**config.mk**
```make
export PLATFORM = sky130hd
export DESIGN_NAME = adc_cal_output_ctrl
export DESIGN_NICKNAME = d
export VERILOG_FILES = /design/src/hw/adc_ctrl_pkg.sv /design/src/hw/pipe_if.sv /design/src/hw/adc_cal_output_ctrl.sv /design/src/hw/sample_delay_line.sv
export SDC_FILE = /design/constraint.sdc
export NUM_CORES = 1
export LEC_CHECK = 0
export ABC_AREA = 1
export BUFFER_PORTS_ARGS = -buffer_cell sky130_fd_sc_hd__buf_2
export CORE_ASPECT_RATIO = 1.5
export CORE_UTILIZATION = 61
export CTS_BUF_LIST = sky130_fd_sc_hd__clkbuf_4
export DETAILED_ROUTE_END_ITERATION = 6
export MAX_ROUTING_LAYER = met4
export PLACE_DENSITY = 0.8
export SYNTH_ARGS = -nofsm -noshare
export SYNTH_HDL_FRONTEND = slang
export SYNTH_HIERARCHICAL = 1
export SYNTH_SLANG_ARGS = --single-unit
export TNS_END_PERCENT = 50
```
**constraint.sdc**
```tcl
create_clock -name mclk -period 4.15 [get_ports mclk]
set_clock_uncertainty 0.2 [all_clocks]
set_input_delay 0.6225 -clock mclk [delete_from_list [all_inputs] [get_ports mclk]]
set_output_delay 0.6225 -clock mclk [all_outputs]
set_load 0.02 [all_outputs]
```
**src/hw/adc_ctrl_pkg.sv**
```systemverilog
// Shared constants and types for the converter control block
package adc_ctrl_pkg;

  // ----------------------------------------------------------------
  // Output word
  // ----------------------------------------------------------------
  localparam int CODE_W = 8;
  // Stored word is the code with its range flag on top
  localparam int WORD_W = CODE_W + 1;
  localparam logic [CODE_W-1:0] CODE_MIN = 8'h00;
  localparam logic [CODE_W-1:0] CODE_MAX = 8'hFF;

  // ----------------------------------------------------------------
  // Pipeline, in sample clocks
  // ----------------------------------------------------------------
  localparam int PRIMARY_LATENCY = 13;
  localparam int DELAYED_LATENCY = 14;
  localparam int FILL_W = 4;

  // ----------------------------------------------------------------
  // Sequencing counts, in sample clocks
  // ----------------------------------------------------------------
  localparam int CNT_W = 16;
  localparam int CAL_LOW_MIN_DEF = 80;
  localparam int CAL_HIGH_MIN_DEF = 80;
  localparam int CAL_CYCLES_DEF = 1400;
  localparam int TRIM_CYCLES_DEF = 100;
  localparam int DELAY_SHORT_DEF = 256;
  localparam int DELAY_LONG_DEF = 4096;

  // ----------------------------------------------------------------
  // Register port
  // ----------------------------------------------------------------
  localparam int REG_ADDR_W = 4;
  localparam int REG_DATA_W = 8;
  localparam logic [REG_ADDR_W-1:0] REG_CONFIG = 4'h0;
  localparam logic [REG_ADDR_W-1:0] REG_STATUS = 4'h1;
  localparam int CFG_SWING = 0;
  localparam int CFG_EDGE = 1;
  localparam int CFG_FSR = 2;
  localparam logic [REG_DATA_W-1:0] CFG_RESET = 8'h07;
  localparam int ST_CAL = 0;
  localparam int ST_TRIM = 1;
  localparam int ST_SLEEP = 2;
  localparam int ST_VALID = 3;
  localparam int ST_WAIT = 4;
  localparam int ST_EXT = 5;

  typedef enum logic [2:0] {
    S_CHECK,
    S_DELAY,
    S_HOLD,
    S_IDLE,
    S_CAL,
    S_SLEEP
  } cal_state_e;

endpackage : adc_ctrl_pkg

```
**src/hw/pipe_if.sv**
```systemverilog
// Carrier between the control block and its sample delay line
`timescale 1ns/10ps
interface pipe_if #(
  parameter int W = 9
) ();
  logic shift;
  logic [W-1:0] din;
  logic [W-1:0] tap_primary;
  logic [W-1:0] tap_delayed;

  modport feeder (output shift, output din,
                  input tap_primary, input tap_delayed);
  modport line (input shift, input din,
                output tap_primary, output tap_delayed);
endinterface : pipe_if

```
**src/hw/adc_cal_output_ctrl.sv**
```systemverilog
// Calibration sequencing and output control of the sampling converter
`timescale 1ns/10ps
module adc_cal_output_ctrl
  import adc_ctrl_pkg::*;
#(
  parameter int CAL_LOW_MIN = CAL_LOW_MIN_DEF,
  parameter int CAL_HIGH_MIN = CAL_HIGH_MIN_DEF,
  parameter int CAL_CYCLES = CAL_CYCLES_DEF,
  parameter int TRIM_CYCLES = TRIM_CYCLES_DEF,
  parameter int DELAY_SHORT = DELAY_SHORT_DEF,
  parameter int DELAY_LONG = DELAY_LONG_DEF
) (
  // Clock and reset
  input wire logic mclk,
  input wire logic rst_b,
  // Sample clock and converter core
  input wire logic sample_clock,
  input wire logic [CODE_W-1:0] core_code,
  input wire logic core_below,
  input wire logic core_above,
  // Control pins
  input wire logic calibrate,
  input wire logic sleep_request,
  input wire logic power_up_delay_select,
  input wire logic full_scale_select,
  input wire logic output_swing_select,
  input wire logic launch_edge_select,
  input wire logic extended_mode,
  // Register port
  input wire logic [REG_ADDR_W-1:0] reg_addr,
  input wire logic [REG_DATA_W-1:0] reg_wdata,
  input wire logic reg_write,
  input wire logic reg_read,
  output logic [REG_DATA_W-1:0] reg_rdata,
  // Output buses
  output logic [CODE_W-1:0] primary_output_bus,
  output logic [CODE_W-1:0] delayed_output_bus,
  output logic out_of_range,
  output logic forwarded_output_clock,
  output logic output_enable,
  output logic data_valid,
  // Status and analog settings
  output logic calibration_active,
  output logic trim_active,
  output logic output_swing_normal,
  output logic full_scale_normal
);

  // ----------------------------------------------------------------
  // Pin synchronisers
  // ----------------------------------------------------------------
  localparam int SYNC_W = CODE_W + 10;

  logic [SYNC_W-1:0] pin_meta;
  logic [SYNC_W-1:0] pin_sync;
  logic sclk_prev;
  logic sclk_s, cal_s, sleep_s, dsel_s, fsr_s, swing_s, edge_s, ext_s;
  logic below_s, above_s;
  logic [CODE_W-1:0] code_s;

  // Core bits are only looked at on a sample edge, long after they settle
  always_ff @(posedge mclk or negedge rst_b) begin
    if (!rst_b) begin
      pin_meta <= '0;
      pin_sync <= '0;
    end else begin
      pin_meta <= {sample_clock, calibrate, sleep_request,
                   power_up_delay_select, full_scale_select,
                   output_swing_select, launch_edge_select,
                   extended_mode, core_below, core_above, core_code};
      pin_sync <= pin_meta;
    end
  end

  assign {sclk_s, cal_s, sleep_s, dsel_s, fsr_s, swing_s, edge_s, ext_s,
          below_s, above_s, code_s} = pin_sync;

  always_ff @(posedge mclk or negedge rst_b) begin
    if (!rst_b) begin
      sclk_prev <= 1'b0;
    end else begin
      sclk_prev <= sclk_s;
    end
  end

  logic smp_fall;
  assign smp_fall = sclk_prev & ~sclk_s;

  // ----------------------------------------------------------------
  // Helpers
  // ----------------------------------------------------------------
  function automatic logic [CNT_W-1:0] sat_inc(input logic [CNT_W-1:0] v);
    return (&v) ? v : v + 1'b1;
  endfunction : sat_inc

  function automatic logic [CNT_W-1:0] cnt_of(input int n);
    return CNT_W'(n);
  endfunction : cnt_of

  // ----------------------------------------------------------------
  // Registers
  // ----------------------------------------------------------------
  logic [REG_DATA_W-1:0] config_reg;
  logic [REG_DATA_W-1:0] status_word;
  cal_state_e state;

  always_ff @(posedge mclk or negedge rst_b) begin
    if (!rst_b) begin
      config_reg <= CFG_RESET;
    end else if (reg_write && reg_addr == REG_CONFIG) begin
      config_reg <= reg_wdata;
    end
  end

  always_ff @(posedge mclk or negedge rst_b) begin
    if (!rst_b) begin
      reg_rdata <= '0;
    end else if (reg_read && reg_addr == REG_CONFIG) begin
      reg_rdata <= config_reg;
    end else if (reg_read && reg_addr == REG_STATUS) begin
      reg_rdata <= status_word;
    end else begin
      reg_rdata <= '0;
    end
  end

  // Mode is read live; a mid-run change is the controller's fault
  logic eff_swing, eff_edge, eff_fsr, eff_long;
  assign eff_swing = ext_s ? config_reg[CFG_SWING] : swing_s;
  assign eff_edge = ext_s ? config_reg[CFG_EDGE] : edge_s;
  assign eff_fsr = ext_s ? config_reg[CFG_FSR] : fsr_s;
  assign eff_long = ext_s ? 1'b0 : dsel_s;

  always_ff @(posedge mclk or negedge rst_b) begin
    if (!rst_b) begin
      output_swing_normal <= 1'b1;
      full_scale_normal <= 1'b1;
    end else begin
      output_swing_normal <= eff_swing;
      full_scale_normal <= eff_fsr;
    end
  end

  // ----------------------------------------------------------------
  // Calibrate command detector
  // ----------------------------------------------------------------
  logic [CNT_W-1:0] low_cnt;
  logic [CNT_W-1:0] high_cnt;
  logic armed;
  logic cal_cmd;
  logic armed_now;
  logic [CNT_W-1:0] next_high;

  // Sleep requested outside a calibration already counts as asleep
  logic asleep;
  assign asleep = (state == S_SLEEP) || (sleep_s && state != S_CAL);

  assign armed_now = armed | (low_cnt >= cnt_of(CAL_LOW_MIN));
  assign next_high = sat_inc(high_cnt);

  always_ff @(posedge mclk or negedge rst_b) begin
    if (!rst_b) begin
      low_cnt <= '0;
      high_cnt <= '0;
      armed <= 1'b0;
      cal_cmd <= 1'b0;
    end else begin
      cal_cmd <= 1'b0;
      if (asleep) begin
        low_cnt <= '0;
        high_cnt <= '0;
        armed <= 1'b0;
      end else if (smp_fall && !cal_s) begin
        low_cnt <= sat_inc(low_cnt);
        high_cnt <= '0;
        armed <= 1'b0;
      end else if (smp_fall && armed_now) begin
        low_cnt <= '0;
        if (next_high >= cnt_of(CAL_HIGH_MIN)) begin
          cal_cmd <= 1'b1;
          armed <= 1'b0;
          high_cnt <= '0;
        end else begin
          armed <= 1'b1;
          high_cnt <= next_high;
        end
      end else if (smp_fall) begin
        low_cnt <= '0;
      end
    end
  end

  // ----------------------------------------------------------------
  // Calibration sequencer
  // ----------------------------------------------------------------
  logic [CNT_W-1:0] seq_cnt;
  logic [CNT_W-1:0] delay_last;

  assign delay_last = eff_long ? cnt_of(DELAY_LONG - 1)
                               : cnt_of(DELAY_SHORT - 1);

  always_ff @(posedge mclk or negedge rst_b) begin
    if (!rst_b) begin
      state <= S_CHECK;
      seq_cnt <= '0;
    end else begin
      case (state)
        S_CHECK: begin
          // First sample edge after power-up catches the calibrate level
          if (smp_fall) begin
            state <= cal_s ? S_HOLD : S_DELAY;
          end
        end
        S_DELAY: begin
          if (smp_fall && !sleep_s) begin
            if (seq_cnt >= delay_last) begin
              state <= S_CAL;
              seq_cnt <= '0;
            end else begin
              seq_cnt <= sat_inc(seq_cnt);
            end
          end
        end
        S_HOLD: begin
          if (cal_cmd && !sleep_s) begin
            state <= S_CAL;
            seq_cnt <= '0;
          end
        end
        S_IDLE: begin
          if (sleep_s) begin
            state <= S_SLEEP;
          end else if (cal_cmd) begin
            state <= S_CAL;
            seq_cnt <= '0;
          end
        end
        S_CAL: begin
          if (smp_fall) begin
            if (seq_cnt >= cnt_of(CAL_CYCLES - 1)) begin
              state <= sleep_s ? S_SLEEP : S_IDLE;
              seq_cnt <= '0;
            end else begin
              seq_cnt <= sat_inc(seq_cnt);
            end
          end
        end
        S_SLEEP: begin
          if (!sleep_s) begin
            state <= S_IDLE;
          end
        end
        default: begin
          state <= S_CHECK;
          seq_cnt <= '0;
        end
      endcase
    end
  end

  logic trim;
  assign trim = (state == S_CAL) && (seq_cnt < cnt_of(TRIM_CYCLES));

  always_ff @(posedge mclk or negedge rst_b) begin
    if (!rst_b) begin
      calibration_active <= 1'b0;
      trim_active <= 1'b0;
      output_enable <= 1'b0;
    end else begin
      calibration_active <= (state == S_CAL);
      trim_active <= trim;
      output_enable <= !asleep;
    end
  end

  // ----------------------------------------------------------------
  // Sample path
  // ----------------------------------------------------------------
  pipe_if #(.W(WORD_W)) pipe ();

  sample_delay_line #(
    .W(WORD_W),
    .DEPTH(DELAYED_LATENCY),
    .TAP_P(PRIMARY_LATENCY),
    .TAP_D(DELAYED_LATENCY)
  ) u_line (
    .mclk(mclk),
    .rst_b(rst_b),
    .pipe(pipe.line)
  );

  // Trim stops the pipeline shift and the output clock; the sequencer keeps counting
  assign pipe.shift = smp_fall && !trim && (state != S_SLEEP);
  // Code passes through as offset binary; only the range ends clamp
  assign pipe.din = below_s ? {1'b1, CODE_MIN} :
                    above_s ? {1'b1, CODE_MAX} :
                    {1'b0, code_s};

  logic launch;
  logic [FILL_W-1:0] fill;

  always_ff @(posedge mclk or negedge rst_b) begin
    if (!rst_b) begin
      forwarded_output_clock <= 1'b0;
      launch <= 1'b0;
    end else begin
      launch <= pipe.shift && ((~forwarded_output_clock) == eff_edge);
      if (pipe.shift) begin
        forwarded_output_clock <= ~forwarded_output_clock;
      end
    end
  end

  // Buses change one system clock after the chosen output clock edge
  always_ff @(posedge mclk or negedge rst_b) begin
    if (!rst_b) begin
      primary_output_bus <= '0;
      delayed_output_bus <= '0;
      out_of_range <= 1'b0;
    end else if (launch) begin
      primary_output_bus <= pipe.tap_primary[CODE_W-1:0];
      delayed_output_bus <= pipe.tap_delayed[CODE_W-1:0];
      out_of_range <= pipe.tap_primary[CODE_W] |
                      pipe.tap_delayed[CODE_W];
    end
  end

  always_ff @(posedge mclk or negedge rst_b) begin
    if (!rst_b) begin
      fill <= '0;
      data_valid <= 1'b0;
    end else begin
      if (state == S_SLEEP || state == S_CAL) begin
        fill <= '0;
      end else if (pipe.shift && fill < FILL_W'(DELAYED_LATENCY)) begin
        fill <= fill + 1'b1;
      end
      data_valid <= (fill == FILL_W'(DELAYED_LATENCY)) &&
                    (state == S_IDLE);
    end
  end

  assign status_word = {2'b00, ext_s,
                        (state == S_DELAY || state == S_HOLD),
                        data_valid, (state == S_SLEEP), trim_active,
                        calibration_active};

  // ----------------------------------------------------------------
  // Assertions
  // ----------------------------------------------------------------
  property p_cmd_starts_cal;
    @(posedge mclk) disable iff (!rst_b)
      (state == S_IDLE && cal_cmd && !sleep_s) |=> ##1 calibration_active;
  endproperty
  a_cmd_starts_cal: assert property (p_cmd_starts_cal)
    else $error("command did not start calibration");

  property p_cal_ends;
    @(posedge mclk) disable iff (!rst_b)
      (state == S_CAL && smp_fall && seq_cnt == cnt_of(CAL_CYCLES - 1))
      |=> ##1 !calibration_active;
  endproperty
  a_cal_ends: assert property (p_cal_ends)
    else $error("calibration did not end after its duration");

  property p_cal_held;
    @(posedge mclk) disable iff (!rst_b)
      (state == S_CAL && seq_cnt < cnt_of(CAL_CYCLES - 1))
      |=> ##1 calibration_active;
  endproperty
  a_cal_held: assert property (p_cal_held)
    else $error("calibration flag dropped early");

  property p_delay_frozen;
    @(posedge mclk) disable iff (!rst_b)
      (state == S_DELAY && sleep_s) |=> $stable(seq_cnt) && state == S_DELAY;
  endproperty
  a_delay_frozen: assert property (p_delay_frozen)
    else $error("delay counted during sleep");

  property p_sleep_ignores;
    @(posedge mclk) disable iff (!rst_b)
      (state == S_SLEEP && sleep_s) |=> state == S_SLEEP && !cal_cmd;
  endproperty
  a_sleep_ignores: assert property (p_sleep_ignores)
    else $error("sleep left or command seen while asleep");

  property p_sleep_floats;
    @(posedge mclk) disable iff (!rst_b)
      (state == S_SLEEP) |=> !output_enable && !calibration_active;
  endproperty
  a_sleep_floats: assert property (p_sleep_floats)
    else $error("outputs driven while asleep");

  property p_trim_halt;
    @(posedge mclk) disable iff (!rst_b)
      trim ##1 trim |-> $stable(forwarded_output_clock) && !pipe.shift;
  endproperty
  a_trim_halt: assert property (p_trim_halt)
    else $error("clock moved during trim");

  property p_no_valid_in_cal;
    @(posedge mclk) disable iff (!rst_b)
      calibration_active |-> ##1 !data_valid;
  endproperty
  a_no_valid_in_cal: assert property (p_no_valid_in_cal)
    else $error("data marked valid during calibration");

  property p_clamp;
    @(posedge mclk) disable iff (!rst_b)
      (below_s || above_s) |->
        pipe.din[CODE_W] &&
        pipe.din[CODE_W-1:0] == (below_s ? CODE_MIN : CODE_MAX);
  endproperty
  a_clamp: assert property (p_clamp)
    else $error("out of range code not clamped");

  property p_range_flag;
    @(posedge mclk) disable iff (!rst_b)
      launch |=> out_of_range ==
        ($past(pipe.tap_primary[CODE_W]) | $past(pipe.tap_delayed[CODE_W]));
  endproperty
  a_range_flag: assert property (p_range_flag)
    else $error("range flag does not cover both buses");

  c_cmd_cal: cover property (@(posedge mclk) disable iff (!rst_b)
    state == S_IDLE ##1 state == S_CAL);
  c_sleep_after_cal: cover property (@(posedge mclk) disable iff (!rst_b)
    state == S_CAL ##1 state == S_SLEEP);
  c_hold_path: cover property (@(posedge mclk) disable iff (!rst_b)
    state == S_HOLD ##1 state == S_CAL);
  c_valid: cover property (@(posedge mclk) disable iff (!rst_b)
    $rose(data_valid));

endmodule : adc_cal_output_ctrl

```
**src/hw/sample_delay_line.sv**
```systemverilog
// Sample delay line with two registered taps
`timescale 1ns/10ps
module sample_delay_line
  import adc_ctrl_pkg::*;
#(
  parameter int W = WORD_W,
  parameter int DEPTH = DELAYED_LATENCY,
  parameter int TAP_P = PRIMARY_LATENCY,
  parameter int TAP_D = DELAYED_LATENCY
) (
  // Clock and reset
  input wire logic mclk,
  input wire logic rst_b,
  // Pipeline carrier
  pipe_if.line pipe
);

  logic [W-1:0] mem [DEPTH];

  // Taps read the old contents, so each tap lags its index by one shift
  always_ff @(posedge mclk or negedge rst_b) begin
    if (!rst_b) begin
      for (int i = 0; i < DEPTH; i++) begin
        mem[i] <= '0;
      end
      pipe.tap_primary <= '0;
      pipe.tap_delayed <= '0;
    end else if (pipe.shift) begin
      mem[0] <= pipe.din;
      for (int i = 1; i < DEPTH; i++) begin
        mem[i] <= mem[i-1];
      end
      pipe.tap_primary <= mem[TAP_P-1];
      pipe.tap_delayed <= mem[TAP_D-1];
    end
  end

endmodule : sample_delay_line

```
==> results of run 1 <==
==> cells by family (layout without fill, tap and decap cells) <==
group                    Yosys count  after routing
AND/OR/NAND/NOR                  797            797
flip-flops                       270            270
buffers and inverters            140            297
AO/OA/AOI/OAI                     78             78
multiplexers                      16             16
XOR/XNOR                          15             15
adder cells (fa/ha/maj)           10             10
other                              0              1
==> power groups by stage <==
stage,Clock (mW),Combinational [mW],Sequential [mW]
after floorplan,0,1.18,3.67
after global placement,0,1.40,3.72
after detailed placement,0,1.46,3.74
after CTS,2.13,1.48,3.70
after global routing,2.26,1.70,3.78
final,2.06,1.47,3.70
==> metrics by stage <==
stage                     setup slack (ns)  hold WS (ns)
after floorplan                      2.088        0.1269
after global placement               1.236        0.1324
after detailed placement             1.171        0.1347
after CTS                            1.125        0.1448
after global routing                0.8459        0.1529
final                                1.118        0.1425
==> worst max path at each step <==
stage          cells past startpoint  startpoint                         end  slack (ns)
6_report                          10    state[1]              u_line/mem[60]        1.12
5_1_grt                           10    state[1]              u_line/mem[60]        0.85
4_1_cts                           10    state[1]              u_line/mem[60]        1.13
3_5_place_dp                      10    state[1]  u_line/pipe.tap_primary[6]        1.17
3_3_place_gp                      10    state[1]  u_line/pipe.tap_primary[5]        1.24
2_1_floorplan                     11    state[1]  u_line/pipe.tap_delayed[0]        2.09
==> metal layers <==
metal | wire [µm] | up-vias | global-route usage, %
met5 | 0 | - | -
met2 | 12160 | 193 | 44.19
met1 | 9187 | 4233 | 28.81
met3 | 812 | 62 | 4.017
met4 | 639 | 0 | 11.01
li1 | - | 4423 | -
==> cell type report <==
cell class,count,area share (%)
clock inverters,13,0.6170
diodes,1,0.01898
well taps,252,2.392
clock buffers,94,5.354
inverters,90,2.639
repair buffers,100,5.335
flip-flops and latches,270,51.31
multi-input cells,916,32.34
==> cell usage in the layout, fill, tap and decap left out, types with 3 or more instances in the layout <==
cell type,instances
inv_2,9
nor2_1,91
clkinv_1,9
xor2_1,12
or2_2,5
o21ai_0,16
nor3_1,12
nor2_4,8
nand2_1,573
xnor2_1,3
a21oi_1,23
nor2_2,7
o21ai_2,8
mux2_2,16
inv_1,78
o21a_1,4
buf_12,3
buf_4,5
clkbuf_4,94
o21ai_1,9
ha_1,10
nand3_1,57
o22ai_1,7
dfstp_2,5
buf_2,64
nand3_2,5
inv_4,4
dlygate4sd3_1,27
nand4_1,28
dfrtp_1,265
nor3_2,3
==> worst max-delay path: stages (launching register included) <==
cell and delay, ns:
dfrtp_1 0.47, nor2_4 0.24, inv_2 0.10, nor2_4 0.29, nand4_1 0.20, nand3_1 0.24, inv_4 0.17, inv_4 0.44
buf_4 0.37, nand2_1 0.11, nand2_1 0.07
==> results.md, run 1 <==
- Status: finished, violations left
- Violated checks: design-rule violations
- Vias in the first global route: 8,766
- Mux cell area share after synthesis: under 10%
- Synth Area in XOR/XNOR: 1.121%
- Biggest register: u_line/mem
- Synth cell count leaders: nand2_1, dfrtp_1, nor2_1
- Worst hold start: pin_meta[5]
- Crit Path Category: reg2reg
- Reg-to-Reg Start: state[1]
- Most frequent cell after synthesis: nand2_1
- Syn Area/Cell: 8.840 µm²
- Post-synth ARST share: 100.0%
- Post-CTS sizing: 0
- Largest family of logic cells by synthesized area: simple AND/OR/NAND/NOR gates
- Starting Density: 62.69%
- Setup violations, final: 0
- Mapped Nets: 1,370
- Sw Pwr: about 2.3 mW
- Num rows: approximately 60
- WL per Instance: 13.13 µm
- Yosys reg bits: 270
- Worst R2R Path Depth: 10
- Die height: between 150 and 200 µm
- Share of layout cells above drive strength 1: 16.79%
- Reg2reg setup slack: 1.12 ns
- CTS max path bufs: 3
- Fin nets: 1,481
- Pleak: around 7.1 nW
- Slew HR: roughly a third
- Violation count after the first detailed-route iteration: 439
- Multi-input logic area: 4263 µm²
- Synth Area in Compound Gates: 4.131%
- Clock root cell: clkbuf_4
- Critical R2R Capture: u_line/mem[60]
- CP Data Required Time: 4.54 ns
- Pwr Density: 547.8 nW/µm²
- Grt ovf: 0
- Fmax: 329.8 MHz
- P_int: 4.873 mW
- Max FFs per register: 117
- CTS tree: done
- Non-Filler Instances: about 1,700
- Register area: approximately 6800 µm²
- Fill count: 1,435
- Synth top area share: between 50% and 60%
- Count of different cell masters after synthesis: 47
- HP Class: reg2reg
- CTS Buf Count: 59
- Max Cap Violations: 0
- DR vias: 8,911
- Post-Synthesis Cell Area: roughly 12,000 µm²
- Largest cells by area after synthesis: dfrtp_1, nand2_1, nor2_1
- Clk slew on worst S/H paths: 0.07 ns
- Fin util: between 70% and 80%
- DP Wirelength: 14.87 mm
- Crit path max fanout: 57
- Post-Synth Adder-Cell Area: 1.067%
- Flop pwr share: 51.2%
- Worst Path Arrival: 3.42 ns
- Max-slew violations: 0
- Hold Path End: pin_sync[5]
- Vias/cell: 5.133
- Setup TNS: 0 ns
- Simple-Gate Fraction of Synth Area: 28.51%
- Area grow syn2layout: 12.45%
- Post CTS Setup Buffer Count: 0
- Seq/Total Area, Yosys: 57.69%
- Worst-Margin Slew: slightly above 1 ns
- Worst setup SP type: register
- Final Cycle Share: 73.07%
- CP Capture Type: register
- Input/output buffers: 65
- TritonRoute pass-1 iters: 7
- VDD IR-drop max: 0.3620 mV
- Clk_lat worst skew: slightly below 0.7 ns
- Switch share: between 30% and 40%
- Placed cell areas: 12,120 µm²
- Tmin final: 3.032 ns
- DIE AREA: roughly 20,000 µm²
- Final Hold Vio Count: 0
- Hold buffers post-CTS: 27
- Final wirelength: 22.80 mm
- Hold path cells: 0
- Antenna violations before repair: 1
- Clk network pwr share: 28.5%
- Largest net degree at the start of global routing: 120
- Routed Antenna Nets: 0
- Synth Warn #: 6
- Placed cells: 1,601
- Post-Syn Instances: 1,326
- Core Box Area: 18,700 µm²
- Regs by FF count: u_line/mem x117, pin_meta x18, pin_sync x18
- Synth area leader: dfrtp_1
- Comb pwr share: 20.3%
- Tot Pwr: 7.221 mW
- GRT Total Usage: 25.37%
- H-tree levels: 2
- Post-synth EDFFs: 0
- First-pass GRT wire length: slightly below 40 mm
- Clk sinks: 270
- Post-route cell area: 13,180 µm²
- DRC: 3
- Top FF cell, synth: dfrtp_1
- Ports: 66
- RSZ-0062 raised after global routing: no
- Die extent in x: 115.2 µm
- GPL Wtd Cong: 0.9402
No activity file was read; power rests on OpenSTA's default activity.
==> run 2, diff against run 1 <==
--- a/config.mk
+++ b/config.mk
@@ -5,14 +5,14 @@
 export SDC_FILE = /design/constraint.sdc
 export NUM_CORES = 1
 export LEC_CHECK = 0
-export ABC_AREA = 1
+export ABC_AREA = 0
 export BUFFER_PORTS_ARGS = -buffer_cell sky130_fd_sc_hd__buf_2
 export CORE_ASPECT_RATIO = 1.5
-export CORE_UTILIZATION = 61
+export CORE_UTILIZATION = 57
 export CTS_BUF_LIST = sky130_fd_sc_hd__clkbuf_4
 export DETAILED_ROUTE_END_ITERATION = 6
 export MAX_ROUTING_LAYER = met4
-export PLACE_DENSITY = 0.8
+export PLACE_DENSITY = 0.78
 export SYNTH_ARGS = -nofsm -noshare
 export SYNTH_HDL_FRONTEND = slang
 export SYNTH_HIERARCHICAL = 1
==> constraint.sdc (replaced) <==
create_clock -name mclk -period 2.63 [get_ports mclk]
set_clock_uncertainty 0.2 [all_clocks]
set_input_delay 0.3945 -clock mclk [delete_from_list [all_inputs] [get_ports mclk]]
set_output_delay 0.3945 -clock mclk [all_outputs]
set_load 0.02 [all_outputs]
==> results.md, run 2 <==
- Synth area leader: dfrtp_1 (unchanged)
- Final Hold Vio Count: 0 (unchanged)
- DP Wirelength: 12.21 mm (was 14.87 mm)
- CP Capture Type: register (unchanged)
- Post-synth EDFFs: 0 (unchanged)
- GRT Total Usage: 20.90% (was 25.37%)
- Final wirelength: 18.76 mm (was 22.80 mm)
- CTS max path bufs: 3 (unchanged)
- Area grow syn2layout: 16.08% (was 12.45%)
- Fin util: 67.44% (was 70.49%)
- Top FF cell, synth: dfrtp_1 (unchanged)
- DR vias: 6,861 (was 8,911)
- Num rows: 62 (was 61)
- VDD IR-drop max: 0.3878 mV (was 0.3620 mV)
- Setup violations, final: 0 (unchanged)
- Clk slew on worst S/H paths: 0.06 ns (was 0.07 ns)
- Clk sinks: 270 (unchanged)
- DIE AREA: 20,100 µm² (was 19,790 µm²)
- Status: finished, final reports clean (was finished, violations left)
- Reg2reg setup slack: 0.1 ns (was 1.12 ns)
- TritonRoute pass-1 iters: 5 (was 7)
- Seq/Total Area, Yosys: 60.75% (was 57.69%)
- WL per Instance: 14.67 µm (was 13.13 µm)
- Sw Pwr: 3.147 mW (was 2.348 mW)
- Count of different cell masters after synthesis: 55 (was 47)
- Ports: 66 (unchanged)
- H-tree levels: 2 (unchanged)
- Synth top area share: 59.57% (was 56.57%)
- Worst setup SP type: register (unchanged)
- Die extent in x: 116.1 µm (was 115.2 µm)
- Max Cap Violations: 0 (unchanged)
- Synth cell count leaders: dfrtp_1, mux2_2, nor2_1 (was nand2_1, dfrtp_1, nor2_1)
- Crit path max fanout: 35 (was 57)
- Starting Density: 58.10% (was 62.69%)
- Syn Area/Cell: 13.46 µm² (was 8.840 µm²)
- RSZ-0062 raised after global routing: no (unchanged)
- Max-slew violations: 0 (unchanged)
- Commonest non-fill, non-tap cell in the layout: dfrtp_1 (was nand2_1)
- Fill count: 1,409 (was 1,435)
- Biggest register: u_line/mem (unchanged)
- Routed Antenna Nets: 0 (unchanged)
- Clk network pwr share: 27.9% (was 28.5%)
- Crit path from: seq_cnt[12] (was state[1])
- Die height: 173.2 µm (was 171.8 µm)
- Final Cycle Share: 96.38% (was 73.07%)
- Fmax: 394.5 MHz (was 329.8 MHz)
- Crit Path Category: reg2reg (unchanged)
- P_int: 8.051 mW (was 4.873 mW)
- Max FFs per register: 117 (unchanged)
- Mapped Nets: 871 (was 1,370)
- Vias/cell: 5.364 (was 5.133)
- Reg-to-Reg Start: seq_cnt[12] (was state[1])
- Worst Path Arrival: 2.88 ns (was 3.42 ns)
- Worst-Margin Slew: 0.7322 ns (was 1.027 ns)
- Input/output buffers: 65 (unchanged)
- Hold Slack: 0.1033 ns (was 0.1425 ns)
- Clock root cell: clkbuf_4 (unchanged)
- Switch share: 28.10% (was 32.51%)
- Grt ovf: 0 (unchanged)
- Tmin final: 2.535 ns (was 3.032 ns)
- GPL Wtd Cong: 0.8860 (was 0.9402)
- Largest net degree at the start of global routing: 79 (was 120)
- DRC: 0 (was 3)
- Yosys reg bits: 270 (unchanged)
- Setup TNS: 0 ns (unchanged)
- Core Box Area: 19,160 µm² (was 18,700 µm²)
- CTS tree: done (unchanged)
- Post-Synthesis Cell Area: 11,130 µm² (was 11,720 µm²)
- Fin nets: 1,018 (was 1,481)
- First-pass GRT wire length: 32.89 mm (was 38.88 mm)
- Post-synth ARST share: 100.0% (unchanged)
- Antenna violations before repair: 1 (unchanged)
- Slew HR: 51.18% (was 31.51%)
- Flop pwr share: 49.6% (was 51.2%)
- CTS Buf Count: 60 (was 59)
- Regs by FF count: u_line/mem x117, pin_meta x18, pin_sync x18 (unchanged)
- HP Class: in2async (was reg2reg)
- Violation count after the first detailed-route iteration: 427 (was 439)
- Most frequent cells in the layout: dfrtp_1, mux2_2, clkbuf_4 (was nand2_1, dfrtp_1, clkbuf_4)
- Worst Slack Setup Final: 0.09520 ns (was 1.118 ns)
- Most frequent cell after synthesis: dfrtp_1 (was nand2_1)
- Share of layout cells above drive strength 1: 36.50% (was 16.79%)
- Largest cells by area after synthesis: dfrtp_1, mux2_2, mux2_4 (was dfrtp_1, nand2_1, nor2_1)
- Pleak: 6.242 nW (was 7.104 nW)
- Clk_lat worst skew: 0.68 ns (about the same)
- Placed cell areas: 11,830 µm² (was 12,120 µm²)
- Vias in the first global route: 7,100 (was 8,766)
- Pre-CTS setup slack: 0.007425 ns (was 1.171 ns)
- Post-Syn Instances: 827 (was 1,326)
- Comb pwr share: 22.5% (was 20.3%)
- Post-route cell area: 12,920 µm² (was 13,180 µm²)
- Synth Warn #: 6 (unchanged)
- CP Data Required Time: 2.98 ns (was 4.54 ns)
- Pwr Density: 866.5 nW/µm² (was 547.8 nW/µm²)
[run 2: path summary, 6_finish.rpt]
path / endpoint / cells after the start
min in group mclk: reg_rdata[4] / 5
max: u_line/mem[88] / 8
max reg2reg: u_line/mem[88] / 8
min: u_line/pipe.tap_primary[7] / 2
min reg2reg: pin_sync[9] / 0
max in group asynchronous: output_swing_normal / 3
[run 2: cell families (layout without fill, tap and decap cells)]
logic type               count (synthesis)  after routing  synth area share (%)
buffers and inverters                   56            251                 2.990
AND/OR/NAND/NOR                        210            210                 9.531
other                                    0              1                     0
AO/OA/AOI/OAI                           97             97                 5.744
multiplexers                           167            167                 18.52
XOR/XNOR                                17             17                 1.338
adder cells (fa/ha/maj)                 10             10                 1.124
flip-flops                             270            270                 60.75
[run 2: routing by layer]
layer	routed length [µm]	global-route usage [%]	up-vias
met2	9885	34.75	148
li1	-	-	3256
met4	589	8.654	0
met1	7510	24.40	3403
met5	0	-	-
met3	774	4.346	54
[run 2: power groups by stage]
stage               logic (mW)  registers [mW]  clock network (mW)
floorplan                 1.92            5.47                   0
global placement          2.41            5.60                   0
detailed placement        2.49            5.65                   0
CTS                       2.53            5.57                3.24
global route              2.77            5.67                3.46
finish                    2.52            5.56                3.12
[run 2: final cells by class]
class,instances,area (µm²),area share [%]
Antenna cell,1,2.502,0.01936
Clock buffer,84,630.6,4.880
Clock inverter,26,131.4,1.017
Inverter,12,50.05,0.3873
Multi-Input combinational cell,501,4059,31.41
Sequential cell,270,6763,52.33
Tap cell,256,320.3,2.479
Timing Repair Buffer,129,965.9,7.475
[run 2: worst max-delay path, stage by stage, from the launching register on]
cell and delay [ns]:
dfrtp_1 0.38, or4_1 0.58, nor4_2 0.17, and3_1 0.21
nor2_1 0.06, nand2_1 0.17, inv_6 0.12, buf_12 0.21
mux2_4 0.31
[run 2: repair_timing]
item,4_1_cts,5_1_grt
resized for setup,0,8
hold buffers,30,0
setup endpoints to repair,1,152
buffers inserted,0,1
hold endpoints to repair,293,0
pin swaps,1,2
[run 2: per-stage QoR]
step | cells | total power [mW]
detailed placement | 1137 | 8.132
floorplan | 827 | 7.388
CTS | 1277 | 11.34
global placement | 1137 | 8.004
global route | 1279 | 11.90
finish | 1279 | 11.20
==> run 3, diff against run 2 <==
--- a/config.mk
+++ b/config.mk
@@ -6,11 +6,11 @@
 export NUM_CORES = 1
 export LEC_CHECK = 0
 export ABC_AREA = 0
-export BUFFER_PORTS_ARGS = -buffer_cell sky130_fd_sc_hd__buf_2
 export CORE_ASPECT_RATIO = 1.5
-export CORE_UTILIZATION = 57
+export CORE_UTILIZATION = 59
 export CTS_BUF_LIST = sky130_fd_sc_hd__clkbuf_4
 export DETAILED_ROUTE_END_ITERATION = 6
+export DONT_BUFFER_PORTS = 1
 export MAX_ROUTING_LAYER = met4
 export PLACE_DENSITY = 0.78
 export SYNTH_ARGS = -nofsm -noshare
==> results.md, run 3 (synthesis gave the netlist of run 2 again) <==
- Status: finished, violations left (was finished, final reports clean)
- Violated checks: negative hold slack
- Tot Pwr: 11.19 mW (was 11.20 mW)
- CTS tree: done (unchanged)
- Vias in the first global route: 7,075 (was 7,100)
- Crit path max fanout: 19 (was 35)
- Hold buffers post-CTS: 31 (was 30)
- Largest net degree at the start of global routing: 271 (was 79)
- CP Data Required Time: 2.97 ns (was 2.98 ns)
- Clk sinks: 270 (unchanged)
- Max Cap Violations: 0 (unchanged)
- Starting Density: 60.27% (was 58.10%)
- Pwr Density: 886.8 nW/µm² (was 866.5 nW/µm²)
- Tmin final: 2.593 ns (was 2.535 ns)
- Regs by FF count: u_line/mem x117, pin_meta x18, pin_sync x18 (unchanged)
- Fmax: 385.7 MHz (was 394.5 MHz)
- Max-slew violations: 0 (unchanged)
- GPL Wtd Cong: 0.8854 (was 0.8860)
- DP Wirelength: 12.15 mm (was 12.21 mm)
- Final wirelength: 19.24 mm (was 18.76 mm)
- Final Cycle Share: 98.57% (was 96.38%)
- Crit path largest cell delay: 0.56 ns (was 0.58 ns)
- TritonRoute pass-1 iters: 5 (unchanged)
- DR vias: 6,732 (was 6,861)
- HP Class: in2async (unchanged)
- Worst Path Arrival: 2.93 ns (was 2.88 ns)
- CP max-delay cell: or4_4 (was or4_1)
- Worst R2R Path Depth: 8 (unchanged)
- H-tree levels: 2 (unchanged)
- Setup violations, final: 0 (unchanged)
- DIE AREA: 19,430 µm² (was 20,100 µm²)
- Biggest register: u_line/mem (unchanged)
- Ports: 66 (unchanged)
- Crit Path Category: reg2reg (unchanged)
- Most frequent cells in the layout: dfrtp_1, mux2_2, clkbuf_4 (unchanged)
- First-pass GRT wire length: 32.53 mm (was 32.89 mm)
- DRC: 0 (unchanged)
- Vias/cell: 5.596 (was 5.364)
- CTS Buf Count: 58 (was 60)
- VDD IR-drop max: 0.4592 mV (was 0.3878 mV)
- Share of layout cells above drive strength 1: 31.89% (was 36.50%)
- CP Capture Type: register (unchanged)
- Final Hold Vio Count: 270 (was 0)
- Worst-Margin Slew: 0.7206 ns (was 0.7322 ns)
- Num rows: 61 (was 62)
- Input/output buffers: 0 (was 65)
- Clk slew on worst S/H paths: 0.07 ns (was 0.06 ns)
- Hold Slack: -0.7630 ns (was 0.1033 ns)
- Pleak: 5.945 nW (was 6.242 nW)
- Clk_lat worst skew: 0.68 ns (about the same)
- Fin nets: 952 (was 1,018)
- Routed Antenna Nets: 0 (unchanged)
- Area grow syn2layout: 13.39% (was 16.08%)
- Slew HR: 51.96% (was 51.18%)
- Grt ovf: 0 (unchanged)
- CTS max path bufs: 3 (unchanged)
- Clock root cell: clkbuf_4 (unchanged)
- Fill count: 1,327 (was 1,409)
- Die height: 170.2 µm (was 173.2 µm)
- Antenna violations before repair: 1 (unchanged)
- Violation count after the first detailed-route iteration: 359 (was 427)
- Cells along the critical path: or4_4 -> nor4_4 -> and3_4 -> nor2_2 -> nand2_4 -> clkinv_8 -> buf_12 -> mux2_4 (was or4_1 -> nor4_2 -> and3_1 -> nor2_1 -> nand2_1 -> inv_6 -> buf_12 -> mux2_4)
- Core Box Area: 18,470 µm² (was 19,160 µm²)
- Non-Filler Instances: 1,203 (was 1,279)
- Die extent in x: 114.2 µm (was 116.1 µm)
- GRT Total Usage: 21.32% (was 20.90%)
- WL per Instance: 16.00 µm (was 14.67 µm)
- Worst setup SP type: register (unchanged)
- Commonest non-fill, non-tap cell in the layout: dfrtp_1 (unchanged)
- Max FFs per register: 117 (unchanged)
- Placed cells: 1,062 (was 1,137)
-- run 3: cell types whose count changed in the layout (fill, tap and decap cells not counted), sizes merged, moves of 2 or more --
cell,previous run,this run
buf,99,32
bufinv,1,3
clkbuf,84,73
clkinv,23,28
-- run 3: metrics by stage --
step	hold WS [ns]	cell area (µm²)	utilization, %	setup slack, ns	setup TNS, ns
global placement	-0.08640	11430	61.88	0.07069	0
floorplan	-0.1011	11130	-	0.1027	0
CTS	-0.8224	12490	67.65	0.04960	0
global route	-0.8230	12620	68.34	-0.003899	-0.006013
detailed placement	-0.08837	11430	61.88	-0.007736	-0.02775
finish	-0.7630	12620	68.34	0.03750	0
-- run 3: worst max-delay path, delay by kind of cell (launching register included) --
kind,cells,cell delay [ns]
buffers and inverters,2,0.31
flip-flops,1,0.39
multiplexers,1,0.31
AND/OR/NAND/NOR,5,1.21
-- run 3: layout make-up --
type	count	area (µm²)	share of cell area [%]
multi-input cells	501	4085	32.37
repair inverters	1	8.758	0.06939
clock inverters	30	202.7	1.606
flip-flops and latches	270	6764	53.59
well taps	252	315.3	2.498
repair buffers	64	645.6	5.115
clock buffers	72	540.5	4.282
inverters	12	57.56	0.4560
diodes	1	2.502	0.01983
-- run 3: per-layer routing --
metal / global-route usage [%] / vias up / part of all wire [%]
li1: - / 3125 / -
met1: 24.19 / 3389 / 38
met2: 37.31 / 177 / 56
met3: 3.882 / 41 / 3.6
met4: 8.075 / 0 / 2.1
met5: - / - / 0
-- run 3: power breakdown --
group,switching (mW),total (mW),internal (mW)
Sequential,0.607,5.64,5.03
Combinational,0.984,2.45,1.46
Clock,1.51,3.11,1.60
Total,3.10,11.2,8.09
-- run 3: worst paths after layout --
kind / start / end / slack [ns]
max in group asynchronous: rst_b / state[0] / 2.38
hold / removal: rst_b / u_line/mem[44] / -0.76
setup / recovery: seq_cnt[12] / u_line/mem[118] / 0.04
setup reg to reg: seq_cnt[12] / u_line/mem[118] / 0.04
min in group mclk: reg_write / config_reg[4] / 0.05
hold reg to reg: pin_meta[0] / pin_sync[0] / 0.14
-- run 3: timing repair --
item	CTS	global route
buffers inserted	0	5
cloned	0	2
endpoints found under the hold margin	304	270
endpoints found under the setup margin	113	126
pin swaps	0	3
gates resized for setup	3	14
